$ cat src/hw/usb_bd_pkg.sv
// Package with register map, descriptor fields, token PIDs and reset values for the descriptor engine
// Notes on behaviour
// Ownership set: module owns descriptor and buffer
// Ownership clear: module ignores all other fields
// Toggle bit one means DATA1, zero DATA0
// Module writes token PID into status word
// Byte count replaced with actual moved count
// Toggle sync enabled drops mismatching data packets
// Toggle bit ignored unless sync enabled; only receive does so here, tx_toggle always sends the stored toggle bit
// Buffer stall answers STALL, keeps descriptor, flags endpoint
// All interrupt sources share one output
// Enabled error flags set top error summary
// Flags set by hardware, write one clears
// Control status phase handled without software; not done here, each completed token hands the descriptor back to software
// Software pulses ping-pong reset before enabling
// Software clears enables then writes ones to flags
// Software enables module, OTG, endpoint zero
// Software sets power then D+ pull-up last
// Software sets ownership bit last when queueing
// IN token sends buffer, updates word, sets done
// OUT token stores data, updates word, sets done
// Host role uses endpoint zero, software driven; no host role here, the module only answers tokens as a device
// Buffer address word is sixteen bits
// Completion clears ownership with PID and count
package usb_bd_pkg;
  // Register byte offsets on APB
  localparam logic [7:0] ADDR_TOP_FLAG   = 8'h00;
  localparam logic [7:0] ADDR_TOP_EN     = 8'h04;
  localparam logic [7:0] ADDR_ERR_FLAG   = 8'h08;
  localparam logic [7:0] ADDR_ERR_EN     = 8'h0c;
  localparam logic [7:0] ADDR_MOD_CTRL   = 8'h10;
  localparam logic [7:0] ADDR_OTG_CTRL   = 8'h14;
  localparam logic [7:0] ADDR_PWR_CTRL   = 8'h18;
  localparam logic [7:0] ADDR_EP0_CTRL   = 8'h1c;
  localparam logic [7:0] ADDR_BD_STAT    = 8'h20;
  localparam logic [7:0] ADDR_BD_ADDR    = 8'h24;
  localparam logic [7:0] ADDR_EP_STATUS  = 8'h28;
  // Descriptor status word fields
  localparam int BD_OWN     = 15;
  localparam int BD_TOGGLE  = 14;
  localparam int BD_PID_HI  = 13;
  localparam int BD_PID_LO  = 10;
  localparam int BD_SYNC_EN = 11;
  localparam int BD_STALL   = 10;
  localparam int BD_CNT_HI  = 9;
  localparam int BD_RSV_HI  = 13;
  localparam int BD_RSV_LO  = 12;
  // Top-level flag positions
  localparam int TOP_ERR_SUM  = 1;
  localparam int TOP_TOKEN    = 3;
  localparam int TOP_STALL    = 7;
  // Error flag positions
  localparam int ERR_CRC      = 1;
  localparam int ERR_TOGGLE   = 2;
  localparam int ERR_OVERRUN  = 4;
  // Control bit positions
  localparam int CTRL_ENABLE  = 0;
  localparam int CTRL_PP_RST  = 1;
  localparam int OTG_ENABLE   = 2;
  localparam int OTG_PULLUP   = 7;
  localparam int PWR_ON       = 0;
  localparam int EP_HSHK      = 0;
  localparam int EP_STALLBIT  = 1;
  localparam int EP_RX        = 3;
  // Token PIDs
  localparam logic [3:0] PID_OUT   = 4'h1;
  localparam logic [3:0] PID_IN    = 4'h9;
  localparam logic [3:0] PID_SETUP = 4'hd;
  localparam logic [3:0] PID_STALL = 4'he;
  // Reset values
  localparam logic [7:0]  RST_BYTE = 8'h00;
  localparam logic [15:0] RST_WORD = 16'h0000;
endpackage : usb_bd_pkg

$ cat src/hw/usb_bd_engine.sv
// Descriptor ownership engine with two-level write-one-to-clear interrupt funnel
//
// Our own choices: the placing of the registers and the APB slave port.
`timescale 1ns/10ps
`default_nettype none
module usb_bd_engine
  import usb_bd_pkg::*;
#(
  parameter int CNT_W = 10
) (
  input  wire logic              sys_clk,
  input  wire logic              rst,
  input  wire logic              psel,
  input  wire logic              penable,
  input  wire logic              pwrite,
  input  wire logic [7:0]        paddr,
  input  wire logic [31:0]       pwdata,
  output logic                   pready,
  output logic                   pslverr,
  output logic [31:0]            prdata,
  input  wire logic              tok_valid,
  input  wire logic [3:0]        tok_pid,
  output logic                   tok_ready,
  input  wire logic              dat_valid,
  input  wire logic              dat_toggle,
  input  wire logic              dat_last,
  input  wire logic              dat_crc_err,
  input  wire logic [7:0]        dat_in,
  output logic                   tx_valid,
  output logic [7:0]             tx_data,
  output logic                   tx_last,
  output logic                   tx_toggle,
  output logic                   hs_stall,
  output logic [15:0]            mem_addr,
  output logic                   mem_wr,
  output logic [7:0]             mem_wdata,
  input  wire logic [7:0]        mem_rdata,
  output logic                   dplus_pullup_enable,
  output logic                   irq
);

  // ----------------------------------------------------------------
  // State
  // ----------------------------------------------------------------
  typedef enum logic [4:0] {
    ST_IDLE  = 5'b00001,
    ST_SEND  = 5'b00010,
    ST_RECV  = 5'b00100,
    ST_DONE  = 5'b01000,
    ST_STALL = 5'b10000
  } bd_state_e;

  bd_state_e        state_q;
  logic [15:0]      bd_stat_q;
  logic [15:0]      bd_addr_q;
  logic [7:0]       top_flag_q, top_en_q, err_flag_q, err_en_q;
  logic [7:0]       mod_ctrl_q, otg_ctrl_q, pwr_ctrl_q, ep0_ctrl_q;
  logic             ep_stall_q;
  logic [CNT_W-1:0] cnt_q;
  logic [3:0]       pid_q;
  logic             drop_q;
  logic             tok_done, stall_hit, tog_err, crc_err, ovr_err;
  logic             wr_en, rd_en;

  assign wr_en     = psel && penable && pwrite;
  assign rd_en     = psel && penable && !pwrite;
  assign pready    = 1'b1;
  assign tok_ready = (state_q == ST_IDLE);

  // Usable only while enabled, powered and owned by the module
  logic active;
  assign active = mod_ctrl_q[CTRL_ENABLE] && pwr_ctrl_q[PWR_ON];
  logic owned;
  assign owned = bd_stat_q[BD_OWN]; // see

  // ----------------------------------------------------------------
  // APB decode
  // ----------------------------------------------------------------
  logic mapped;
  always_comb begin
    mapped = 1'b1;
    prdata = 32'h0000_0000;
    unique case (paddr)
      ADDR_TOP_FLAG:  prdata[7:0]  = top_flag_q;
      ADDR_TOP_EN:    prdata[7:0]  = top_en_q;
      ADDR_ERR_FLAG:  prdata[7:0]  = err_flag_q;
      ADDR_ERR_EN:    prdata[7:0]  = err_en_q;
      ADDR_MOD_CTRL:  prdata[7:0]  = mod_ctrl_q;
      ADDR_OTG_CTRL:  prdata[7:0]  = otg_ctrl_q;
      ADDR_PWR_CTRL:  prdata[7:0]  = pwr_ctrl_q;
      ADDR_EP0_CTRL:  prdata[7:0]  = ep0_ctrl_q;
      ADDR_BD_STAT:   prdata[15:0] = bd_stat_q;
      ADDR_BD_ADDR:   prdata[15:0] = bd_addr_q;
      ADDR_EP_STATUS: prdata[0]    = ep_stall_q;
      default:        mapped = 1'b0;
    endcase
  end
  assign pslverr = psel && penable && !mapped;

  // Plain control registers
  always_ff @(posedge sys_clk or posedge rst) begin
    if (rst) begin
      top_en_q   <= RST_BYTE;
      err_en_q   <= RST_BYTE;
      mod_ctrl_q <= RST_BYTE;
      otg_ctrl_q <= RST_BYTE;
      pwr_ctrl_q <= RST_BYTE;
      ep0_ctrl_q <= RST_BYTE;
      bd_addr_q  <= RST_WORD;
    end else if (wr_en) begin
      if (paddr == ADDR_TOP_EN)   top_en_q   <= pwdata[7:0];
      if (paddr == ADDR_ERR_EN)   err_en_q   <= pwdata[7:0];
      if (paddr == ADDR_MOD_CTRL) mod_ctrl_q <= pwdata[7:0];
      if (paddr == ADDR_OTG_CTRL) otg_ctrl_q <= pwdata[7:0];
      if (paddr == ADDR_PWR_CTRL) pwr_ctrl_q <= pwdata[7:0];
      if (paddr == ADDR_EP0_CTRL) ep0_ctrl_q <= pwdata[7:0];
      if (paddr == ADDR_BD_ADDR && !owned) bd_addr_q <= pwdata[15:0];
    end
  end
  assign dplus_pullup_enable = otg_ctrl_q[OTG_PULLUP];

  // ----------------------------------------------------------------
  // Interrupt funnel
  // ----------------------------------------------------------------
  // Error flags: hardware sets, write one clears, set wins
  always_ff @(posedge sys_clk or posedge rst) begin
    if (rst) begin
      err_flag_q <= RST_BYTE;
    end else begin
      err_flag_q <= (err_flag_q & ~((wr_en && paddr == ADDR_ERR_FLAG) ? pwdata[7:0] : 8'h00))
                    | ({3'h0, ovr_err, 1'b0, tog_err, crc_err, 1'b0});
    end
  end

  // Top flags; summary follows any enabled error
  logic [7:0] top_set;
  always_comb begin
    top_set              = 8'h00;
    top_set[TOP_TOKEN]   = tok_done; // see
    top_set[TOP_STALL]   = stall_hit;
    top_set[TOP_ERR_SUM] = |(err_flag_q & err_en_q);
  end
  always_ff @(posedge sys_clk or posedge rst) begin
    if (rst) begin
      top_flag_q <= RST_BYTE;
    end else begin
      top_flag_q <= (top_flag_q & ~((wr_en && paddr == ADDR_TOP_FLAG) ? pwdata[7:0] : 8'h00))
                    | top_set;
    end
  end
  assign irq = |(top_flag_q & top_en_q);

  // ----------------------------------------------------------------
  // Token engine
  // ----------------------------------------------------------------
  logic tog_ok;
  assign tog_ok = !bd_stat_q[BD_SYNC_EN] || (dat_toggle == bd_stat_q[BD_TOGGLE]); // see

  always_ff @(posedge sys_clk or posedge rst) begin
    if (rst) begin
      state_q <= ST_IDLE;
      pid_q   <= 4'h0;
    end else begin
      unique case (state_q)
        ST_IDLE: if (tok_valid && active && owned) begin
          pid_q <= tok_pid;
          if (bd_stat_q[BD_STALL] || ep0_ctrl_q[EP_STALLBIT]) state_q <= ST_STALL;
          else if (tok_pid == PID_IN) state_q <= ST_SEND;
          else if (ep0_ctrl_q[EP_RX]) state_q <= ST_RECV;
        end
        ST_SEND: if (cnt_q == bd_stat_q[BD_CNT_HI:0]) state_q <= ST_DONE;
        ST_RECV: if (dat_valid && dat_last) state_q <= drop_q ? ST_IDLE : ST_DONE;
        ST_DONE:  state_q <= ST_IDLE;
        ST_STALL: state_q <= ST_IDLE;
      endcase
    end
  end

  // Byte counter and toggle-drop latch
  always_ff @(posedge sys_clk or posedge rst) begin
    if (rst) begin
      cnt_q  <= '0;
      drop_q <= 1'b0;
    end else if (state_q == ST_IDLE) begin
      cnt_q  <= '0;
      drop_q <= 1'b0;
    end else if (state_q == ST_SEND && cnt_q != bd_stat_q[BD_CNT_HI:0]) begin
      // Stops at the byte count so the stored count is the sent count
      cnt_q <= cnt_q + 1'b1; // see
    end else if (state_q == ST_RECV && dat_valid) begin
      if (!tog_ok) drop_q <= 1'b1;
      if (!dat_last && tog_ok && !drop_q && cnt_q != bd_stat_q[BD_CNT_HI:0]) cnt_q <= cnt_q + 1'b1;
    end
  end

  // Data movement to and from the buffer
  always_ff @(posedge sys_clk or posedge rst) begin
    if (rst) begin
      tx_valid  <= 1'b0;
      tx_data   <= 8'h00;
      tx_last   <= 1'b0;
      tx_toggle <= 1'b0;
      mem_wr    <= 1'b0;
      mem_wdata <= 8'h00;
      hs_stall  <= 1'b0;
    end else begin
      tx_valid  <= (state_q == ST_SEND) && cnt_q != bd_stat_q[BD_CNT_HI:0];
      tx_last   <= (state_q == ST_SEND) && cnt_q == bd_stat_q[BD_CNT_HI:0];
      tx_data   <= mem_rdata;
      tx_toggle <= bd_stat_q[BD_TOGGLE];
      mem_wr    <= (state_q == ST_RECV) && dat_valid && !dat_last && tog_ok && !drop_q
                   && cnt_q != bd_stat_q[BD_CNT_HI:0];
      mem_wdata <= dat_in;
      hs_stall  <= (state_q == ST_STALL);
    end
  end
  // Count has already moved on when a write pulse stands, so step back one
  assign mem_addr = bd_addr_q + {{(16-CNT_W){1'b0}}, cnt_q} - {15'h0000, mem_wr};

  // Events feeding the flags
  assign tok_done  = (state_q == ST_DONE);
  assign stall_hit = (state_q == ST_STALL);
  assign tog_err   = (state_q == ST_RECV) && dat_valid && !tog_ok;
  assign crc_err   = (state_q == ST_RECV) && dat_valid && dat_crc_err;
  assign ovr_err   = (state_q == ST_RECV) && dat_valid && !dat_last && cnt_q == bd_stat_q[BD_CNT_HI:0];

  // Endpoint stall flag, cleared by write one
  always_ff @(posedge sys_clk or posedge rst) begin
    if (rst) ep_stall_q <= 1'b0;
    else     ep_stall_q <= (ep_stall_q && !(wr_en && paddr == ADDR_EP_STATUS && pwdata[0])) || stall_hit;
  end

  // Descriptor status word: CPU writes only while it owns it
  always_ff @(posedge sys_clk or posedge rst) begin
    if (rst) begin
      bd_stat_q <= RST_WORD;
    end else if (state_q == ST_DONE) begin
      // Ownership, PID and count in one update; software must queue the control status phase
      bd_stat_q <= {1'b0, bd_stat_q[BD_TOGGLE], pid_q, cnt_q}; // see see see
    end else if (wr_en && paddr == ADDR_BD_STAT && !owned) begin
      bd_stat_q <= {pwdata[15:14], 2'b00, pwdata[11:0]};
    end
  end
endmodule : usb_bd_engine
`default_nettype wire

$ cat config.mk
export PLATFORM = sky130hd
export DESIGN_NAME = usb_bd_engine
export DESIGN_NICKNAME = d
export VERILOG_FILES = /design/src/hw/usb_bd_pkg.sv /design/src/hw/usb_bd_engine.sv
export SDC_FILE = /design/constraint.sdc
export NUM_CORES = 1
export LEC_CHECK = 0
export ABC_AREA = 1
export BUFFER_PORTS_ARGS = -buffer_cell sky130_fd_sc_hd__buf_2
export CAP_MARGIN = 20
export CORE_ASPECT_RATIO = 1.4
export CORE_MARGIN = 3
export CORE_UTILIZATION = 45
export DETAILED_ROUTE_END_ITERATION = 10
export PLACE_DENSITY = 0.67
export SLEW_MARGIN = 40
export SYNTH_ARGS = -nofsm -noshare
export SYNTH_HDL_FRONTEND = slang
export SYNTH_SLANG_ARGS = --single-unit
$ cat constraint.sdc
create_clock -name sys_clk -period 12.9 [get_ports sys_clk]
set_clock_uncertainty 0.05 [all_clocks]
set_input_delay 3.225 -clock sys_clk [delete_from_list [all_inputs] [get_ports sys_clk]]
set_output_delay 3.225 -clock sys_clk [all_outputs]
set_load 0.01 [all_outputs]
Word level (Yosys, flattened, before mapping)

Cells that the tools add are included.

Flip-flop bits (word level): 138
Input port bits: 70
Output and inout port bits: 74

Add/sub/neg operators: 3
Eq/ne operators: 25
Multiplexer cells: 24
Bitwise logic cells: 9
Reductions and logical operators: 59

Operators with widths:

| kind                                                 | count |
|---|---|
| case mux 7 bit (10 select lines)                     | 1 |
| two-way mux 10 bit                                   | 4 |
| bitwise AND 8 bit                                    | 4 |
| equality test 8 x 5 -> 1 bit (second input constant) | 4 |
| two-way mux 16 bit                                   | 2 |
| two-way mux 5 bit                                    | 6 |
| logical AND 1 bit                                    | 28 |
| equality test 8 x 6 -> 1 bit (second input constant) | 3 |
| case mux 5 bit (4 select lines)                      | 1 |
| AND reduction 2 bit                                  | 10 |
| adder 16 x 10 -> 16 bit                              | 1 |
| equality test 8 x 4 -> 1 bit (second input constant) | 2 |
| two-way mux 8 bit                                    | 2 |
| inverter 8 bit                                       | 2 |
| case mux 8 bit (2 select lines)                      | 1 |
| OR reduction 8 bit                                   | 2 |
| subtractor 16 x 1 -> 16 bit                          | 1 |
| case mux 1 bit (11 select lines)                     | 1 |
| OR reduction 11 bit                                  | 1 |
| adder 10 x 1 -> 10 bit (second input constant)       | 1 |
| equality test 10 bit                                 | 1 |
| != test 10 bit                                       | 1 |
| equality test 8 x 3 -> 1 bit (second input constant) | 1 |
| logical NOT 8 bit                                    | 1 |
| 22 further kinds                                     | 39 |

Logic depth before layout (Yosys ltp)

Depth in word-level cells: 9
Mapped depth: 13

Worst setup path after synthesis

Ideal clock, no wire load.

Path kind: input to output
Start: in paddr[7]
End: out prdata[4]
Arrival time: 4.165 ns
Path slack: 5.460 ns
Cell stages on the path: 8
Path buffers: 1
Cell sequence: nor2_4 -> nand3_4 -> nor2_8 -> inv_2 -> buf_2 -> o22ai_1 -> nor2_1 -> nand4_1

Longest elaborated chain between the ends: 2
Elaborated cells on any way between the ends: 11

RTL lines:

| element                                                    | line                | RTL |
|---|---|---|
| from (decl)                                                | usb_bd_engine.sv:16 | `input wire logic [7:0] paddr,` |
| equality test 8 x 6 -> 1 bit, or another cell as far along | usb_bd_engine.sv:83 | `unique case (paddr)` |
| case mux 7 bit (10 select lines) (*)                       | usb_bd_engine.sv:83 |  |
| to (decl)                                                  | usb_bd_engine.sv:20 | `output logic [31:0] prdata,` |

Mark *: on every way between the ends. The rest lies on a longest branch, timed or not.

Final worst setup path

Start: in paddr[7]
End: out prdata[3]

The elaborated chain is that of the path after synthesis.

==> flow_metrics.tcl <==
set metrics [dict create \
    slowest_delay_ns 0.43 \
    drive_gt1_share_pct 20.4 \
    path_cells "buf_2, nor2_4, nand3_4, inv_2, nand2_2, o21ai_0, nor2_1, nand4_1, buf_2" \
    top_layer_used "met4" \
    required_ns 9.62 \
    worstPathMaxFanout 14 \
    fp.dieW_um 117 \
    cts.sinks 138 \
    finalPower_mw 1.37 \
    slowest_stage "o21ai_0" \
    cpMostUsedCell "buf_2" \
    synthFlopType "dfrtp_1" \
    worstMarginPinSlew_ns 0.702 \
    cts_tree "built" \
    critPathLaunch "paddr[7]" \
    peakVddDrop_mv 0.0807 \
    ys_seq_elements 138 \
    synth_common_cells "nand2_1, dfrtp_1, inv_1" \
    reg2reg_slack_ns 10.66 \
    cts-resized-gates 0 \
    whs_endpoint "ep_stall_q" \
    grt_max_degree 75 \
    finalMaxSlewViolations 0 \
    grt-ovfl-total 0 \
    cts_buffers 17 \
    dpl.hpwl_um 15200 \
    drtAntennaViolNets 0 \
    max_freq_ghz 0.123 \
    ys_warn_count 0 \
    ys_seq_area_share_pct 44.7 \
    cts_max_path_buffers 2 \
    wl_met3_um 870 \
    syn_inst 937 \
    antenna_found_initial 0 \
    min_period_over_period_pct 63.2 \
    dr.pass1.iters 5 \
    grt_pass1_vias 6489 \
    io_pins 144 \
    htreeDepth 4 \
    nets 1145 \
    cts_setup_buffers 0 \
    ff2ff_path_depth 3 \
    cp.arrival_ns 4.88 \
    yosysTopAreaCell "dfrtp_1" \
    hp-start "ep_stall_q" \
    routed_wl_um 20400 \
    r2r_end "bd_addr_q[15]" \
    gp_congestion 0.904 \
    drtIter0Drc 349 \
    syn_area_mm2 0.00772 \
    max-slew-margin-rel_pct 53.2 \
    syn_to_final_growth_pct 15.3 \
    routedWlPerCell_um 16.1 \
    n_antenna_cell 0 \
    synth_top_area_share_pct 44.4 \
    final_cells 1264 \
    whs_path_depth 2 \
    hold_viol 0 \
    met1_length_um 8030 \
    fp.dieH_um 161 \
    async_flop_share_pct 100 \
    rsz0062_at_grt "false" \
    min_period_ns 8.15 \
    place_inst 1232 \
    dr_wl_met2_um 10800 \
    ys_types 45 \
    end_kind "primary output" \
    clock_latency_ns 0.41 \
    status "finished, final reports clean" \
    synth_edf_count 0 \
    die_area_mm2 0.0188 \
    port_buffers 110 \
    power_leakage_nw 4.75 \
    synth.area.top_cells "dfrtp_1, nand2_1, inv_1" \
    initial_core_util_pct 45.9 \
    avgSynthCellArea_um2 8.24 \
    cts-root-buf "clkbuf_16" \
    worstSetupStartpointType "input pin" \
    path_clk_slew_ns 0.06 \
    power_density_mw_per_mm2 153 \
    r2r-start "bd_stat_q[15]" \
    routed_via_density 5.16 \
    worst_hold_path_type "flop to flop" \
    route.detailed.drc 0 \
    critPathKind "input pin to primary output" \
    vias 6527 \
    core_mm2 0.0168 \
    finalSetupViolations 0 \
    grt_usage_pct 22.5 \
    final.setup.tns_ns 0 \
    synth_most_common_cell "nand2_1" \
    rows 56 \
    cap_violations 0 \
    hold_buffers 0 \
    grt_first_pass_wirelength_um 32900 \
]
-- worst max-delay path: cells and delay by family --
family	cells	cell delay, ns
buffers and inverters	3	0.38
AND/OR/NAND/NOR	5	0.83
AO/OA/AOI/OAI	1	0.43
-- how the worst max path moves through the flow --
stage | end | slack [ns]
6_report | prdata[3] | 4.75
5_1_grt | prdata[3] | 4.64
4_1_cts | prdata[3] | 4.76
3_5_place_dp | prdata[3] | 4.76
3_3_place_gp | prdata[3] | 4.77
2_1_floorplan | prdata[4] | 5.46
-- layout make-up --
| class | count | area [um^2] |
|---|---|---|
| fill | 1651 | 7910 |
| multi-input combinational | 650 | 3560 |
| sequential | 138 | 3450 |
| timing repair buffer | 111 | 562 |
| inverter | 130 | 504 |
| clock buffer | 19 | 453 |
| tap | 203 | 254 |
| clock inverter | 13 | 119 |
-- state kept, by name, indices dropped and copies added (netlist names), 4 cells and up --
name / cells
bd_addr_q: 16
bd_stat_q: 16
cnt_q: 10
ep0_ctrl_q: 8
err_en_q: 8
err_flag_q: 8
mem_wdata: 8
mod_ctrl_q: 8
otg_ctrl_q: 8
pwr_ctrl_q: 8
top_en_q: 8
top_flag_q: 8
tx_data: 8
state_q: 5
pid_q: 4
-- per-layer routing --
| layer | vias up | GRT usage, % |
|---|---|---|
| li1 | 3234 | - |
| met1 | 3067 | 27.7 |
| met2 | 183 | 39.5 |
| met3 | 43 | 2.59 |
| met4 | 0 | 9.34 |
| met5 | - | 0 |
-- stage by stage --
stage          utilization, %  hold WS [ns]  setup slack [ns]  cell area, um^2
2_1_floorplan               -         0.356              5.46             7780
3_5_place_dp             49.6         0.420              4.76             8340
6_report                 53.0         0.429              4.75             8910
3_3_place_gp             49.6         0.413              4.77             8330
5_1_grt                  53.0         0.460              4.64             8910
4_1_cts                  53.0         0.435              4.76             8910
-- logic make-up after synthesis --
group	synth area share (%)
xor+xnor	2.15
mux	0.437
simple gates	25.8
other cells	0.0972
fa+ha+maj	4.47
buf+inv	9.90
flops	44.7
compound gates	12.4
-- report_power, final --
part | switching (mW) | internal, mW
logic | 0.238 | 0.140
clock network | 0.192 | 0.276
registers | 0.0393 | 0.481
-- cells in the final DEF, fill, tap and decap left out, types with 3 or more instances in the layout --
| cell | count |
|---|---|
| nor2_1 | 53 |
| inv_1 | 109 |
| inv_2 | 13 |
| clkinvlp_4 | 4 |
| mux2_1 | 3 |
| nand3_1 | 27 |
| inv_6 | 3 |
| nor2_4 | 5 |
| nor3_1 | 6 |
| o221ai_2 | 8 |
| nand3_2 | 4 |
| nand2_1 | 265 |
| clkbuf_16 | 17 |
| xnor2_1 | 7 |
| buf_2 | 110 |
| o21ai_0 | 27 |
| conb_1 | 17 |
| o21ai_1 | 72 |
| clkinv_2 | 8 |
| clkinv_4 | 3 |
| nor2_2 | 6 |
| a22o_1 | 4 |
| o221ai_1 | 4 |
| nand2_4 | 6 |
| xor2_1 | 12 |
| nand3_4 | 5 |
| o22ai_1 | 11 |
| nor2_8 | 3 |
| ha_1 | 26 |
| a21oi_1 | 26 |
| nand4_1 | 25 |
| a221oi_1 | 4 |
| dfrtp_1 | 137 |
| nand2_2 | 12 |
No activity file was read; power rests on OpenSTA's default activity.
